[config.mk]
export PLATFORM = sky130hd
export DESIGN_NAME = spcs_top
export DESIGN_NICKNAME = d
export VERILOG_FILES = /design/src/spcs_pkg.sv /design/src/spcs_top.sv
export VERILOG_INCLUDE_DIRS = /design/src /design/src/src
export SDC_FILE = /design/constraint.sdc
export NUM_CORES = 1
export LEC_CHECK = 0
export BUFFER_PORTS_ARGS = -buffer_cell sky130_fd_sc_hd__buf_4
export CORE_MARGIN = 2
export CORE_UTILIZATION = 35
export CTS_CLUSTER_DIAMETER = 100
export DETAILED_ROUTE_END_ITERATION = 8
export SLEW_MARGIN = 15
export SYNTH_ARGS = -nofsm -noshare
export SYNTH_HDL_FRONTEND = slang
export SYNTH_SLANG_ARGS = --single-unit
[constraint.sdc]
create_clock -name clk_sys -period 2.48 [get_ports clk_sys]
set_input_delay 0.124 -clock clk_sys [delete_from_list [all_inputs] [get_ports clk_sys]]
set_output_delay 0.124 -clock clk_sys [all_outputs]
set_load 0.01 [all_outputs]
[src/spcs_defines.svh]
// Offsets, bit positions and reset values of the serial port control block
`ifndef SPCS_DEFINES_SVH
`define SPCS_DEFINES_SVH

// Register byte addresses
`define SPCS_OFS_RCV_CTRL 8'h18
`define SPCS_OFS_XMT_CTRL 8'h98
`define SPCS_OFS_RCV_DATA 8'h1C
`define SPCS_OFS_INT_STAT 8'h20
`define SPCS_OFS_INT_MASK 8'h24

// Transmit status and control bits
`define SPCS_TX_CLOCK_SOURCE 7
`define SPCS_TX_WIDTH 6
`define SPCS_TX_ENABLE 5
`define SPCS_TX_LINK_MODE 4
`define SPCS_TX_SPEED 2
`define SPCS_TX_SHIFTER_EMPTY 1
`define SPCS_TX_NINTH 0
`define SPCS_TX_WRITE_MASK 8'hF5
`define SPCS_TX_RESET 8'h00

// Receive status and control bits
`define SPCS_RX_PORT_ENABLE 7
`define SPCS_RX_WIDTH 6
`define SPCS_RX_SINGLE 5
`define SPCS_RX_CONTINUOUS 4
`define SPCS_RX_ADDR_DETECT 3
`define SPCS_RX_FRAMING 2
`define SPCS_RX_OVERRUN 1
`define SPCS_RX_NINTH 0
`define SPCS_RX_WRITE_MASK 8'hF8
`define SPCS_RX_RESET 8'h00

// Interrupt status and mask bits
`define SPCS_INT_W 4
`define SPCS_INT_RX_WORD 0
`define SPCS_INT_FRAMING 1
`define SPCS_INT_OVERRUN 2
`define SPCS_INT_TX_EMPTY 3
`define SPCS_INT_RESET 4'h0

// Pin indices of the synchroniser bank
`define SPCS_PIN_CLOCK 0
`define SPCS_PIN_DATA 1
`define SPCS_PIN_COUNT 2

`endif

[src/spcs_pkg.sv]
// Types shared by the serial port control block and its data path
package spcs_pkg;

    // Word delivered by the receive shift register
    typedef struct packed {
        logic valid;
        logic [7:0] data;
        logic ninth;
        logic framing_error;
    } spcs_rx_word_type;

    // Mode and enable controls handed to baud generator and data paths
    typedef struct packed {
        logic port_on;
        logic sync_mode;
        logic master;
        logic speed_high;
        logic tx_enable;
        logic tx_nine;
        logic tx_ninth_bit;
        logic rx_enable;
        logic rx_single;
        logic rx_nine;
    } spcs_ctrl_type;

    // One two-way pin as seen by the data path
    typedef struct packed {
        logic out;
        logic oe;
    } spcs_drive_type;

endpackage

[src/spcs_top.sv]
// Serial port control and status registers with Wishbone slave and pin gating
//
// Chosen here: the Wishbone slave port.
`include "spcs_defines.svh"

module spcs_top
    import spcs_pkg::*;
#(
    parameter int DATA_W = 32,
    parameter int ADDR_W = 8
) (
    // Clock and reset
    input wire logic clk_sys,
    input wire logic reset_n,
    // Wishbone slave
    input wire logic wb_cyc_i,
    input wire logic wb_stb_i,
    input wire logic wb_we_i,
    input wire logic [ADDR_W-1:0] wb_adr_i,
    input wire logic [DATA_W-1:0] wb_dat_i,
    input wire logic [DATA_W/8-1:0] wb_sel_i,
    output logic [DATA_W-1:0] wb_dat_o,
    output logic wb_ack_o,
    // Interrupt
    output logic irq,
    // Port logic direction bits for the two pins
    input wire logic [1:0] port_direction_bits,
    // Data path side
    input wire spcs_rx_word_type rx_word,
    input wire logic tx_shifter_empty,
    input wire spcs_drive_type dp_clock_drive,
    input wire spcs_drive_type dp_data_drive,
    output spcs_ctrl_type ctrl,
    output logic clock_pin_sync,
    output logic data_pin_sync,
    output logic [7:0] receive_data_register,
    output logic pins_owned,
    // Transmit clock pin
    input wire logic transmit_clock_pin_in,
    output logic transmit_clock_pin_out,
    output logic transmit_clock_pin_oe,
    // Receive data pin
    input wire logic receive_data_pin_in,
    output logic receive_data_pin_out,
    output logic receive_data_pin_oe
);

    // Reset release
    logic rst_meta;
    logic rst_n;

    always_ff @(posedge clk_sys or negedge reset_n) begin
        if (!reset_n) begin
            rst_meta <= 1'b0;
            rst_n <= 1'b0;
        end else begin
            rst_meta <= 1'b1;
            rst_n <= rst_meta;
        end
    end

    // Register state
    logic [7:0] xmt_ctrl;
    logic [7:0] rcv_ctrl;
    logic shifter_empty;
    logic framing_error_flag;
    logic overrun_error_flag;
    logic receive_ninth_bit;
    logic buffer_full;
    logic [`SPCS_INT_W-1:0] int_status;
    logic [`SPCS_INT_W-1:0] int_mask;
    logic shifter_empty_prev;

    // Bus decode
    wire bus_req = wb_cyc_i & wb_stb_i & ~wb_ack_o;
    wire bus_wr = bus_req & wb_we_i & wb_sel_i[0];
    wire bus_rd = bus_req & ~wb_we_i;
    wire sel_xmt = (wb_adr_i == `SPCS_OFS_XMT_CTRL);
    wire sel_rcv = (wb_adr_i == `SPCS_OFS_RCV_CTRL);
    wire sel_rdata = (wb_adr_i == `SPCS_OFS_RCV_DATA);
    wire sel_stat = (wb_adr_i == `SPCS_OFS_INT_STAT);
    wire sel_mask = (wb_adr_i == `SPCS_OFS_INT_MASK);
    wire [7:0] wbyte = wb_dat_i[7:0];
    wire wr_xmt = bus_wr & sel_xmt;
    wire wr_rcv = bus_wr & sel_rcv;
    wire rd_rdata = bus_rd & sel_rdata;

    // Control fields
    wire link_sync = xmt_ctrl[`SPCS_TX_LINK_MODE];
    wire clk_master = xmt_ctrl[`SPCS_TX_CLOCK_SOURCE];
    wire port_en = rcv_ctrl[`SPCS_RX_PORT_ENABLE];
    wire rx_nine = rcv_ctrl[`SPCS_RX_WIDTH];
    wire single_rx = rcv_ctrl[`SPCS_RX_SINGLE];
    wire cont_rx = rcv_ctrl[`SPCS_RX_CONTINUOUS];
    wire addr_det = rcv_ctrl[`SPCS_RX_ADDR_DETECT];

    // Mode decode
    wire is_master = link_sync & clk_master;
    wire single_mode = is_master & single_rx & ~cont_rx;
    wire rx_active = port_en & (cont_rx | single_mode);
    wire tx_blocked = link_sync & (single_rx | cont_rx);
    wire tx_active = port_en & xmt_ctrl[`SPCS_TX_ENABLE] & ~tx_blocked;
    wire filter_on = ~link_sync & rx_nine & addr_det;
    wire word_in = rx_word.valid & rx_active;
    wire accept = ~filter_on | rx_word.ninth;
    wire load_word = word_in & accept & ~buffer_full;
    wire overrun_evt = word_in & accept & buffer_full;
    wire single_done = word_in & single_mode;
    wire owned_now = port_en & (&port_direction_bits);

    // Next control value
    spcs_ctrl_type next_ctrl;
    assign next_ctrl.port_on = port_en;
    assign next_ctrl.sync_mode = link_sync;
    assign next_ctrl.master = is_master;
    assign next_ctrl.speed_high = ~link_sync & xmt_ctrl[`SPCS_TX_SPEED];
    assign next_ctrl.tx_enable = tx_active;
    assign next_ctrl.tx_nine = xmt_ctrl[`SPCS_TX_WIDTH];
    assign next_ctrl.tx_ninth_bit = xmt_ctrl[`SPCS_TX_NINTH];
    assign next_ctrl.rx_enable = rx_active;
    assign next_ctrl.rx_single = single_mode;
    assign next_ctrl.rx_nine = rx_nine;

    // Register writes keep only writable bits
    wire [7:0] next_xmt = wr_xmt ? (wbyte & `SPCS_TX_WRITE_MASK) : xmt_ctrl;
    wire [7:0] rcv_written = wr_rcv ? (wbyte & `SPCS_RX_WRITE_MASK) : rcv_ctrl;
    wire [7:0] single_receive_enable_clr = single_done & ~wr_rcv ? (8'h01 << `SPCS_RX_SINGLE) : 8'h00;
    wire [7:0] next_rcv = rcv_written & ~single_receive_enable_clr;

    // Flags
    wire next_overrun = overrun_evt | (overrun_error_flag & cont_rx);
    wire next_full = load_word | (buffer_full & ~rd_rdata);
    wire tx_empty_evt = shifter_empty & ~shifter_empty_prev;

    // Interrupt status, set wins over write-one clear
    wire [`SPCS_INT_W-1:0] int_events;
    assign int_events[`SPCS_INT_RX_WORD] = load_word;
    assign int_events[`SPCS_INT_FRAMING] = load_word & rx_word.framing_error;
    assign int_events[`SPCS_INT_OVERRUN] = overrun_evt;
    assign int_events[`SPCS_INT_TX_EMPTY] = tx_empty_evt;
    wire [`SPCS_INT_W-1:0] int_clr = (bus_wr & sel_stat) ? wbyte[`SPCS_INT_W-1:0] : '0;
    wire [`SPCS_INT_W-1:0] next_status = (int_status & ~int_clr) | int_events;
    wire [`SPCS_INT_W-1:0] next_mask = (bus_wr & sel_mask) ? wbyte[`SPCS_INT_W-1:0] : int_mask;

    // Read views
    wire [7:0] xmt_view = xmt_ctrl
        | ({7'h00, shifter_empty} << `SPCS_TX_SHIFTER_EMPTY);
    wire [7:0] rcv_view = rcv_ctrl
        | ({7'h00, framing_error_flag} << `SPCS_RX_FRAMING)
        | ({7'h00, overrun_error_flag} << `SPCS_RX_OVERRUN)
        | ({7'h00, receive_ninth_bit} << `SPCS_RX_NINTH);
    wire [7:0] rd_value = sel_xmt ? xmt_view :
                          sel_rcv ? rcv_view :
                          sel_rdata ? receive_data_register :
                          sel_stat ? {{(8-`SPCS_INT_W){1'b0}}, int_status} :
                          sel_mask ? {{(8-`SPCS_INT_W){1'b0}}, int_mask} : 8'h00;

    // Bus answer
    always_ff @(posedge clk_sys or negedge rst_n) begin
        if (!rst_n) begin
            wb_ack_o <= 1'b0;
            wb_dat_o <= '0;
        end else begin
            wb_ack_o <= bus_req;
            wb_dat_o <= bus_rd ? {{(DATA_W-8){1'b0}}, rd_value} : '0;
        end
    end

    // Control registers
    always_ff @(posedge clk_sys or negedge rst_n) begin
        if (!rst_n) begin
            xmt_ctrl <= `SPCS_TX_RESET;
            rcv_ctrl <= `SPCS_RX_RESET;
            ctrl <= '0;
            pins_owned <= 1'b0;
        end else begin
            xmt_ctrl <= next_xmt;
            rcv_ctrl <= next_rcv;
            ctrl <= next_ctrl;
            pins_owned <= owned_now;
        end
    end

    // Status flags and receive buffer
    always_ff @(posedge clk_sys or negedge rst_n) begin
        if (!rst_n) begin
            shifter_empty <= 1'b1;
            shifter_empty_prev <= 1'b1;
            framing_error_flag <= 1'b0;
            overrun_error_flag <= 1'b0;
            receive_ninth_bit <= 1'b0;
            buffer_full <= 1'b0;
            receive_data_register <= 8'h00;
        end else begin
            shifter_empty <= tx_shifter_empty;
            shifter_empty_prev <= shifter_empty;
            overrun_error_flag <= next_overrun;
            buffer_full <= next_full;
            if (load_word) begin
                framing_error_flag <= rx_word.framing_error;
                receive_ninth_bit <= rx_word.ninth;
                receive_data_register <= rx_word.data;
            end
        end
    end

    // Interrupts
    always_ff @(posedge clk_sys or negedge rst_n) begin
        if (!rst_n) begin
            int_status <= `SPCS_INT_RESET;
            int_mask <= `SPCS_INT_RESET;
            irq <= 1'b0;
        end else begin
            int_status <= next_status;
            int_mask <= next_mask;
            irq <= |(next_status & next_mask);
        end
    end

    // Pin input synchronisers, a change counts once stages two and three agree
    wire [`SPCS_PIN_COUNT-1:0] pin_raw = {receive_data_pin_in, transmit_clock_pin_in};
    wire [`SPCS_PIN_COUNT-1:0] pin_clean;

    genvar gi;
    generate
        for (gi = 0; gi < `SPCS_PIN_COUNT; gi++) begin : g_pin
            logic s1;
            logic s2;
            logic s3;
            logic held;
            always_ff @(posedge clk_sys or negedge rst_n) begin
                if (!rst_n) begin
                    s1 <= 1'b1;
                    s2 <= 1'b1;
                    s3 <= 1'b1;
                    held <= 1'b1;
                end else begin
                    s1 <= pin_raw[gi];
                    s2 <= s1;
                    s3 <= s2;
                    if (s2 == s3) begin
                        held <= s3;
                    end
                end
            end
            assign pin_clean[gi] = held;
        end
    endgenerate

    assign clock_pin_sync = pin_clean[`SPCS_PIN_CLOCK];
    assign data_pin_sync = pin_clean[`SPCS_PIN_DATA];

    // Pin drive only while the port owns the pins
    assign transmit_clock_pin_out = dp_clock_drive.out;
    assign transmit_clock_pin_oe = dp_clock_drive.oe & pins_owned;
    assign receive_data_pin_out = dp_data_drive.out;
    assign receive_data_pin_oe = dp_data_drive.oe & pins_owned;
endmodule

==> flow_summary.ini, run 1 <==
[run_status]
run_status = complete, no violations

[floorplan]
initial_standard_cell_utilization_of_the_core_pct = 36.1
core-area_mm2 = 0.00769
io_pins = 128
row_count = 32
die_height_um = 93.0
design.die.area_mm2 = 0.00865
width_of_the_chip_um = 93.0

[sta]
timing_hold_violations_final = 0
slew-limit-headroom_pct = 52.6
maxSlewViolCount = 0
time_the_final_worst_path_needs_with_i_o_delays_and_setup_ns = 2.13
finalSetupViolations = 0
fin_tns_setup_ns = 0
worst_clock_skew_ns = 0.00524
maxClockFrequency_mhz = 471
rsz0062_at_grt = false
worst_case_setup_margin_in_the_final_layout_ns = 0.355
timing_worst_slew_pin_value_ns = 0.712
fin_crit_sh_pct = 85.7

[power_and_ir_drop]
leakage_nw = 1.94
p_total_mw = 2.18
vdd.ir_drop.worst_v = 0.000234
power.density_mw_per_mm2 = 593

[setup_path]
crit_buf_inv = 1
crit_path_cell_trace = nand3b_1 -> inv_1 -> nand3_1 -> o41ai_1 -> a21oi_1 -> or4_1
cpLargestDelayFamily = simple AND/OR/NAND/NOR gates
worst_ep_required_time_ns = 2.68
worstPathMaxFanout = 5
cp.arrival_ns = 2.33
worst_path_largest_cell_delay_ns = 0.52
critPathSlowestCell = or4_1
setup.worst_path.end_class = register
worst-setup-path-type = register to register
worstSetupStartpointType = register

[synth]
synth-edff-count = 0
synth_top_area_share_pct = 48.8
ys_seq_elements = 64
netlist_area_mm2 = 0.00277
yosysMostFrequentCell = dfrtp_1
synthFlopType = dfrtp_1
yosysWarnings = 0
netlist-cell-type-count = 45
synth_largest_area_cell = dfrtp_1
synth_common_cells = dfrtp_1, buf_4, nand2_1
postSynth.asyncResetShare_pct = 100
synth.yosys.seq_area_share_pct = 58.2
syn_avg_cell_area_um2 = 11.7
cell_count_after_synthesis = 236
netlist_top_cells_area = dfrtp_1, dfstp_2, buf_4

[placement]
place_inst = 407
preCtsSetupSlack_ns = 0.374
hpwl_um = 4340
buffer_ports.inserted = 72
gp_routability_congestion = 0.781
dpl_cell_area_mm2 = 0.00337

[cts]
cts_root_buf = clkbuf_8
tritoncts_clock_tree = yes
clk-insertion-delay-late_ns = 0.33
worst_setup_hold_path_clk_slew_ns = 0.07
clock_tree.buffer_depth = 2
cts_htree_levels = 3
cts-buffers-inserted = 9
post_cts.repair.setup_buffers = 0
cts_repair_resize_count = 0
cts.hold.buffers_added = 9
clkSinkCount = 64

[route]
ant_nets = 0
total_iterations_of_the_first_detailed_routing_run = 4
route.final.wire_length_um = 5820
post_drt_via_cell_ratio = 4.56
routed_wire_length_per_instance_um = 13.5
remaining_drc_errors = 0
drt_first_iter_violations = 111
vias = 1970

[final_layout]
finalNonFillerCells = 432
post_route_cells_drive_above_1_share_pct = 35.5
nets = 394
antenna_cells_inserted = 0
final_cell_area_mm2 = 0.00367
area_delta_synth_final_pct = 32.6

[run]
max_cap_violations = 0

[grt]
global_route_wire_length_before_repair_um = 9340
grt_start_max_net_pins = 33
number_of_global_route_vias_before_repair = 1970
groute.usage.overall_pct = 14.1
number_of_antenna_violations_at_the_first_check_in_global_routing = 0
grt_overflow = 0

[min_path]
min_path_type = input pin to register
[area by class of cell]
class,instances,area (um^2)
Clock buffer,14,183
Clock inverter,2,35.0
Fill cell,733,4010
Inverter,15,56.3
Multi-Input combinational cell,148,970
Sequential cell,64,1620
Tap cell,102,128
Timing Repair Buffer,87,688
[sequential cells by signal (all words and copies together) (netlist names), 4 cells and up]
name	flops
xmt_ctrl	6
wb_dat_o	8
int_mask	4
rcv_ctrl	5
int_status	4
ctrl	10
receive_data_register	8
[cells by family after synthesis]
family                   count (synthesis)  share of synthesized area, %
flip-flops                              64                          58.2
buffers and inverters                   47                          9.89
multiplexers                            26                          10.1
AND/OR/NAND/NOR                         58                          12.0
adder cells (fa/ha/maj)                  2                         0.722
AO/OA/AOI/OAI                           37                          8.80
other                                    2                         0.271
[layer usage]
layer  vias to the layer above  global-route usage (%)  routed length, um
li1                        942                       -                  -
met1                       952                    18.0               2600
met2                        64                    22.1               2750
met3                        12                    4.75                369
met4                         0                    5.88                105
met5                         -                       0                  0
[placed cells by master, fill, tap and decap left out, types with 2 or more instances in the layout]
cell	n
a21oi_1	6
and2_1	2
and3_1	4
buf_4	77
clkbuf_8	13
conb_1	25
dfrtp_1	53
dfstp_2	10
dlygate4sd3_1	9
inv_1	15
maj3_1	2
mux2_1	6
mux2_2	9
mux2i_1	11
nand2_1	19
nand3b_1	3
nor2_1	10
nor2b_1	2
nor4_2	2
o211a_1	3
o21ai_0	11
o22ai_1	4
o31ai_1	3
o41ai_1	2
or3_1	2
or4_1	2
[power by group]
group | total, mW | internal, mW | switching [mW]
clock | 0.955 | 0.573 | 0.382
sequential | 1.08 | 1.07 | 0.0167
combinational | 0.143 | 0.0724 | 0.0701
total | 2.18 | 1.71 | 0.469
[stage by stage]
step	utilization, %	hold slack [ns]
6_report	47.8	0.0159
5_1_grt	47.8	0.00972
4_1_cts	47.8	0.0000509
3_5_place_dp	43.8	-0.0893
3_3_place_gp	43.8	-0.0924
2_1_floorplan	-	-0.172
[worst paths after layout]
path | from | endpoint | slack (ns) | cells past startpoint
worst min register to register | rst_n | rcv_ctrl[6] | 0.32 | 0
worst max register to register | wb_ack_o | irq | 0.35 | 6
max in group asynchronous | rst_n | g_pin[0].s3 | 1.48 | 1
worst min-delay path | wb_dat_i[4] | xmt_ctrl[4] | 0.02 | 2
worst max-delay path | wb_ack_o | irq | 0.35 | 6
min in group asynchronous | reset_n | rst_n | 0.11 | 2
No activity file was read; power rests on OpenSTA's default activity.
==> run 2, diff against run 1 <==
--- a/config.mk
+++ b/config.mk
@@ -11,6 +11,7 @@
 export CORE_UTILIZATION = 35
 export CTS_CLUSTER_DIAMETER = 100
 export DETAILED_ROUTE_END_ITERATION = 8
+export GPL_ROUTABILITY_DRIVEN = 1
 export SLEW_MARGIN = 15
 export SYNTH_ARGS = -nofsm -noshare
 export SYNTH_HDL_FRONTEND = slang
==> constraint.sdc (replaced) <==
create_clock -name clk_sys -period 2.49 [get_ports clk_sys]
set_input_delay 0.1245 -clock clk_sys [delete_from_list [all_inputs] [get_ports clk_sys]]
set_output_delay 0.1245 -clock clk_sys [all_outputs]
set_load 0.01 [all_outputs]
==> run 2 against run 1 <==
Effect of this change:
- count of clock-buffer cells in the layout did not move
- power decreased by 0.43%
- design area fell by 0.48%
- utilization is 0.23 points lower
- first-iteration DRC count decreased by 30%
- clock power about the same
- worst hold slack got worse by 0.0069 ns
- routed wire length increased by 0.29%
- maximum frequency about the same
- combinational power about the same
- die area unchanged
- sequential share of layout area up 0.21 points
==> flow_summary.ini, run 2 (synthesis results as in run 1) <==
[run_status]
run_status = complete, no violations

[cts]
tritoncts_clock_tree = yes
worst_setup_hold_path_clk_slew_ns = 0.07
cts_htree_levels = 3
clock_tree.buffer_depth = 2
post_cts.repair.setup_buffers = 0
clk-insertion-delay-late_ns = 0.34
clkSinkCount = 64
cts_root_buf = clkbuf_8
cts-buffers-inserted = 9

[power_and_ir_drop]
power.density_mw_per_mm2 = 594
p_comb_share_pct = 6.5
p_total_mw = 2.17
power.internal_mw = 1.70
netSwitchingFraction_pct = 21.5
leakage_nw = 1.94
netSwitchingPower_uw = 467
vdd.ir_drop.worst_v = 0.000290
pwr-share-clk_pct = 43.8
seq_power_share_pct = 49.7

[sta]
time_the_final_worst_path_needs_with_i_o_delays_and_setup_ns = 2.12
fin_crit_sh_pct = 85.3
timing_worst_slew_pin_value_ns = 0.712
fin_tns_setup_ns = 0
timing_hold_violations_final = 0
rsz0062_at_grt = false
worst_clock_skew_ns = 0.00602
finalSetupViolations = 0
maxClockFrequency_mhz = 471
maxSlewViolCount = 0
slew-limit-headroom_pct = 52.6

[final_layout]
nets = 392
sequential_cell_area_mm2 = 0.00162
flip_flop_count_of_the_largest_register_after_layout = 10
finalNonFillerCells = 430
layout.filler_cells = 732
layout_common_cells = buf_4, dfrtp_1, conb_1
post_route_cells_drive_above_1_share_pct = 35.4
area_delta_synth_final_pct = 32.0
final_common_cell = buf_4
antenna_cells_inserted = 0
top_register = ctrl
largestRegisters = ctrl x10, receive_data_register x8, wb_dat_o x8
multi_input_comb_area_um2 = 970
final_util_pct = 47.6

[placement]
gp_routability_congestion = 0.790
buffer_ports.inserted = 72
place_inst = 406
hpwl_um = 4310

[route]
vias = 1951
ant_nets = 0
route.final.wire_length_um = 5840
drt_first_iter_violations = 78
post_drt_via_cell_ratio = 4.54
routed_wire_length_per_instance_um = 13.6
remaining_drc_errors = 0
total_iterations_of_the_first_detailed_routing_run = 4

[run]
max_cap_violations = 0

[grt]
global_route_wire_length_before_repair_um = 9370
grt_overflow = 0
grt_start_max_net_pins = 33
number_of_antenna_violations_at_the_first_check_in_global_routing = 0
number_of_global_route_vias_before_repair = 1929
groute.usage.overall_pct = 14.6

[floorplan]
row_count = 32
initial_standard_cell_utilization_of_the_core_pct = 36.1
die_height_um = 93.0
core-area_mm2 = 0.00769
io_pins = 128
width_of_the_chip_um = 93.0
design.die.area_mm2 = 0.00865

[setup_path]
worst_ep_required_time_ns = 2.69
worst-setup-path-type = register to register
start_point_of_the_critical_path = wb_ack_o
setup.worst_path.end_class = register
cp.arrival_ns = 2.33
worstPathMaxFanout = 5
worstSetupStartpointType = register
worstReg2RegStart = wb_ack_o

[min_path]
hp-start = wb_dat_i[4]
min_path_type = input pin to register
run 2: what timing repair did:
action                    4_1_cts  5_1_grt
gates resized for setup         0        0
hold buffers                    8        0
hold endpoints to repair        9        0
run 2: per-layer routing:
layer	global-route usage [%]	routed length (um)	part of all wire, %
met1	19.0	2580	44
met4	8.46	142	2.4
met2	21.9	2770	47
met5	0	0	0
met3	3.95	350	6.0
run 2: path summary, 6_finish.rpt:
kind                                to  slack (ns)  cells after the start
max                                irq        0.37                      6
min                        xmt_ctrl[4]       0.009                      2
max reg2reg                        irq        0.37                      6
min reg2reg                    ctrl[4]        0.32                      0
max in group asynchronous  g_pin[0].s3        1.50                      1
min in group asynchronous        rst_n        0.10                      2
run 2: stage by stage:
| step | cell area, um^2 | setup slack (ns) | hold WS (ns) |
|---|---|---|---|
| 3_5_place_dp | 3360 | 0.357 | -0.0894 |
| 6_report | 3660 | 0.366 | 0.00900 |
| 5_1_grt | 3660 | 0.189 | 0.00433 |
| 3_3_place_gp | 3360 | 0.362 | -0.0920 |
| 2_1_floorplan | 2860 | 0.593 | -0.171 |
| 4_1_cts | 3660 | 0.346 | 0.000233 |
run 2: area by class of cell:
class | instances | area share, %
flip-flops and latches | 64 | 44.2
clock inverters | 2 | 0.958
inverters | 15 | 1.54
repair buffers | 85 | 18.3
clock buffers | 14 | 4.99
well taps | 102 | 3.49
multi-input cells | 148 | 26.5
run 2: worst max-delay path: stages (launching register included):
cell and delay [ns]:
dfrtp_1 0.38, nand3b_1 0.24, inv_1 0.15, nand3_1 0.19, o41ai_1 0.39, a21oi_1 0.13, or4_1 0.52
run 2: power groups by stage:
stage	Sequential [mW]	Clock (mW)	Combinational, mW
2_1_floorplan	1.10	0	0.0779
3_3_place_gp	1.10	0	0.130
3_5_place_dp	1.10	0	0.131
4_1_cts	1.08	0.977	0.142
5_1_grt	1.08	1.03	0.155
6_report	1.08	0.952	0.140
==> run 3, diff against run 2 <==
==> constraint.sdc (replaced) <==
create_clock -name clk_sys -period 2.49 [get_ports clk_sys]
set_input_delay 0.498 -clock clk_sys [delete_from_list [all_inputs] [get_ports clk_sys]]
set_output_delay 0.498 -clock clk_sys [all_outputs]
set_load 0.01 [all_outputs]
==> run 3 against run 2 <==
Effect of this change:
- combinational power down 4%
- register-to-register slack improved by 0.02 ns
- power decreased by 5.8%
- utilization shrank 1.3 points
- clock skew fell by 0.0016 ns
- via count decreased by 1.3%
- critical path depth unchanged
- worst hold slack better by 0.26 ns
- final cell count decreased by 1.4%
- non-clock buffer count shrank 6
- largest cell class unchanged
- largest power group unchanged
==> flow_summary.ini, run 3 (synthesis results as in run 1) <==
[run_status]
run_status = complete, no violations

[final_layout]
final_util_pct = 46.3
largestRegisters = ctrl x10, receive_data_register x8, wb_dat_o x8
nets = 386
post_route_cells_drive_above_1_share_pct = 35.7
top_register = ctrl
area_delta_synth_final_pct = 28.4
final_common_cell = buf_4
antenna_cells_inserted = 0
layout_common_cells = buf_4, dfrtp_1, conb_1
flip_flop_count_of_the_largest_register_after_layout = 10

[power_and_ir_drop]
pwr-share-clk_pct = 40.7
seq_power_share_pct = 52.8
power.internal_mw = 1.59
netSwitchingFraction_pct = 22.5
power.density_mw_per_mm2 = 575
leakage_nw = 1.89
netSwitchingPower_uw = 459
vdd.ir_drop.worst_v = 0.000270
p_comb_share_pct = 6.6

[setup_path]
worst-setup-path-type = input pin to register
setup.worst_path.end_class = register
crit_path_cell_trace = buf_4 -> or4b_1 -> nor4_2 -> a21bo_1 -> a22oi_1 -> or4_1
worst_path_largest_cell_delay_ns = 0.54
worstSetupStartpointType = input pin
critPathSlowestCell = or4b_1
worst_ep_required_time_ns = 2.69
cp.arrival_ns = 2.31
worstPathMaxFanout = 3

[sta]
timing_worst_slew_pin_value_ns = 0.733
timing_hold_violations_final = 0
fin_crit_sh_pct = 84.7
maxSlewViolCount = 0
fin_tns_setup_ns = 0
maxClockFrequency_mhz = 474
finalSetupViolations = 0
worst_case_setup_margin_in_the_final_layout_ns = 0.381
time_the_final_worst_path_needs_with_i_o_delays_and_setup_ns = 2.11
worst_clock_skew_ns = 0.00437
rsz0062_at_grt = false
slew-limit-headroom_pct = 51.1

[cts]
cts_repair_resize_count = 0
post_cts.repair.setup_buffers = 0
clock_tree.buffer_depth = 2
cts_htree_levels = 3
cts_root_buf = clkbuf_8
cts-buffers-inserted = 9
tritoncts_clock_tree = yes
worst_setup_hold_path_clk_slew_ns = 0.07
clk-insertion-delay-late_ns = 0.33
cts.hold.buffers_added = 1
clkSinkCount = 64

[grt]
number_of_antenna_violations_at_the_first_check_in_global_routing = 0
number_of_global_route_vias_before_repair = 1865
global_route_wire_length_before_repair_um = 9230
groute.usage.overall_pct = 14.3
grt_start_max_net_pins = 33
grt_overflow = 0

[route]
remaining_drc_errors = 0
route.final.wire_length_um = 5820
vias = 1926
total_iterations_of_the_first_detailed_routing_run = 4
ant_nets = 0
post_drt_via_cell_ratio = 4.54
routed_wire_length_per_instance_um = 13.7
drt_first_iter_violations = 130

[floorplan]
core-area_mm2 = 0.00769
design.die.area_mm2 = 0.00865
width_of_the_chip_um = 93.0
initial_standard_cell_utilization_of_the_core_pct = 36.1
die_height_um = 93.0
row_count = 32
io_pins = 128

[placement]
buffer_ports.inserted = 72
hpwl_um = 4370
preCtsSetupSlack_ns = 0.0158
gp_routability_congestion = 0.778

[run]
max_cap_violations = 0

[min_path]
min_path_type = input pin to register
-- run 3: layer usage --
layer	global-route usage (%)	vias up	routed length, um
met5	0	-	0
met4	8.58	0	140
met3	3.06	12	331
met2	21.3	64	2670
met1	19.1	924	2680
li1	-	926	-
-- run 3: final timing paths --
path,from,endpoint,slack [ns],cells after the start
max in group asynchronous,rst_n,g_pin[0].s3,1.48,1
min in group asynchronous,rst_n,xmt_ctrl[6],0.33,0
worst min-delay path,tx_shifter_empty,shifter_empty,0.27,1
worst max register to register,wb_ack_o,irq,0.39,6
worst min register to register,rst_n,xmt_ctrl[6],0.33,0
worst max-delay path,wb_adr_i[3],irq,0.38,6
-- run 3: power by group through the flow --
stage / combinational (mW) / sequential, mW / clock (mW)
after CTS: 0.135 / 1.08 / 0.859
after global placement: 0.131 / 1.10 / 0
after floorplan: 0.0779 / 1.10 / 0
final: 0.134 / 1.08 / 0.832
after detailed placement: 0.134 / 1.10 / 0
after global routing: 0.148 / 1.08 / 0.907
-- run 3: critical path: cells and delay by family --
family | cells | cell delay (ns)
AO/OA/AOI/OAI | 2 | 0.24
buffers and inverters | 1 | 0.12
AND/OR/NAND/NOR | 3 | 1.45
-- run 3: through the flow --
stage          power (mW)  instances  instance area (um^2)  hold slack, ns
6_report             2.05        424                  3560           0.268
5_1_grt              2.14        424                  3560           0.252
4_1_cts              2.08        424                  3560           0.249
3_5_place_dp         1.23        407                  3370           0.283
3_3_place_gp         1.23        407                  3370           0.281
2_1_floorplan        1.18        259                  2860           0.202
-- run 3: cell type report --
cell class | count | area (um^2)
Tap cell | 102 | 128
Clock buffer | 12 | 135
Timing Repair Buffer | 79 | 608
Inverter | 15 | 56.3
Multi-Input combinational cell | 148 | 970
Clock inverter | 4 | 45.0
Fill cell | 722 | 4130
Sequential cell | 64 | 1620
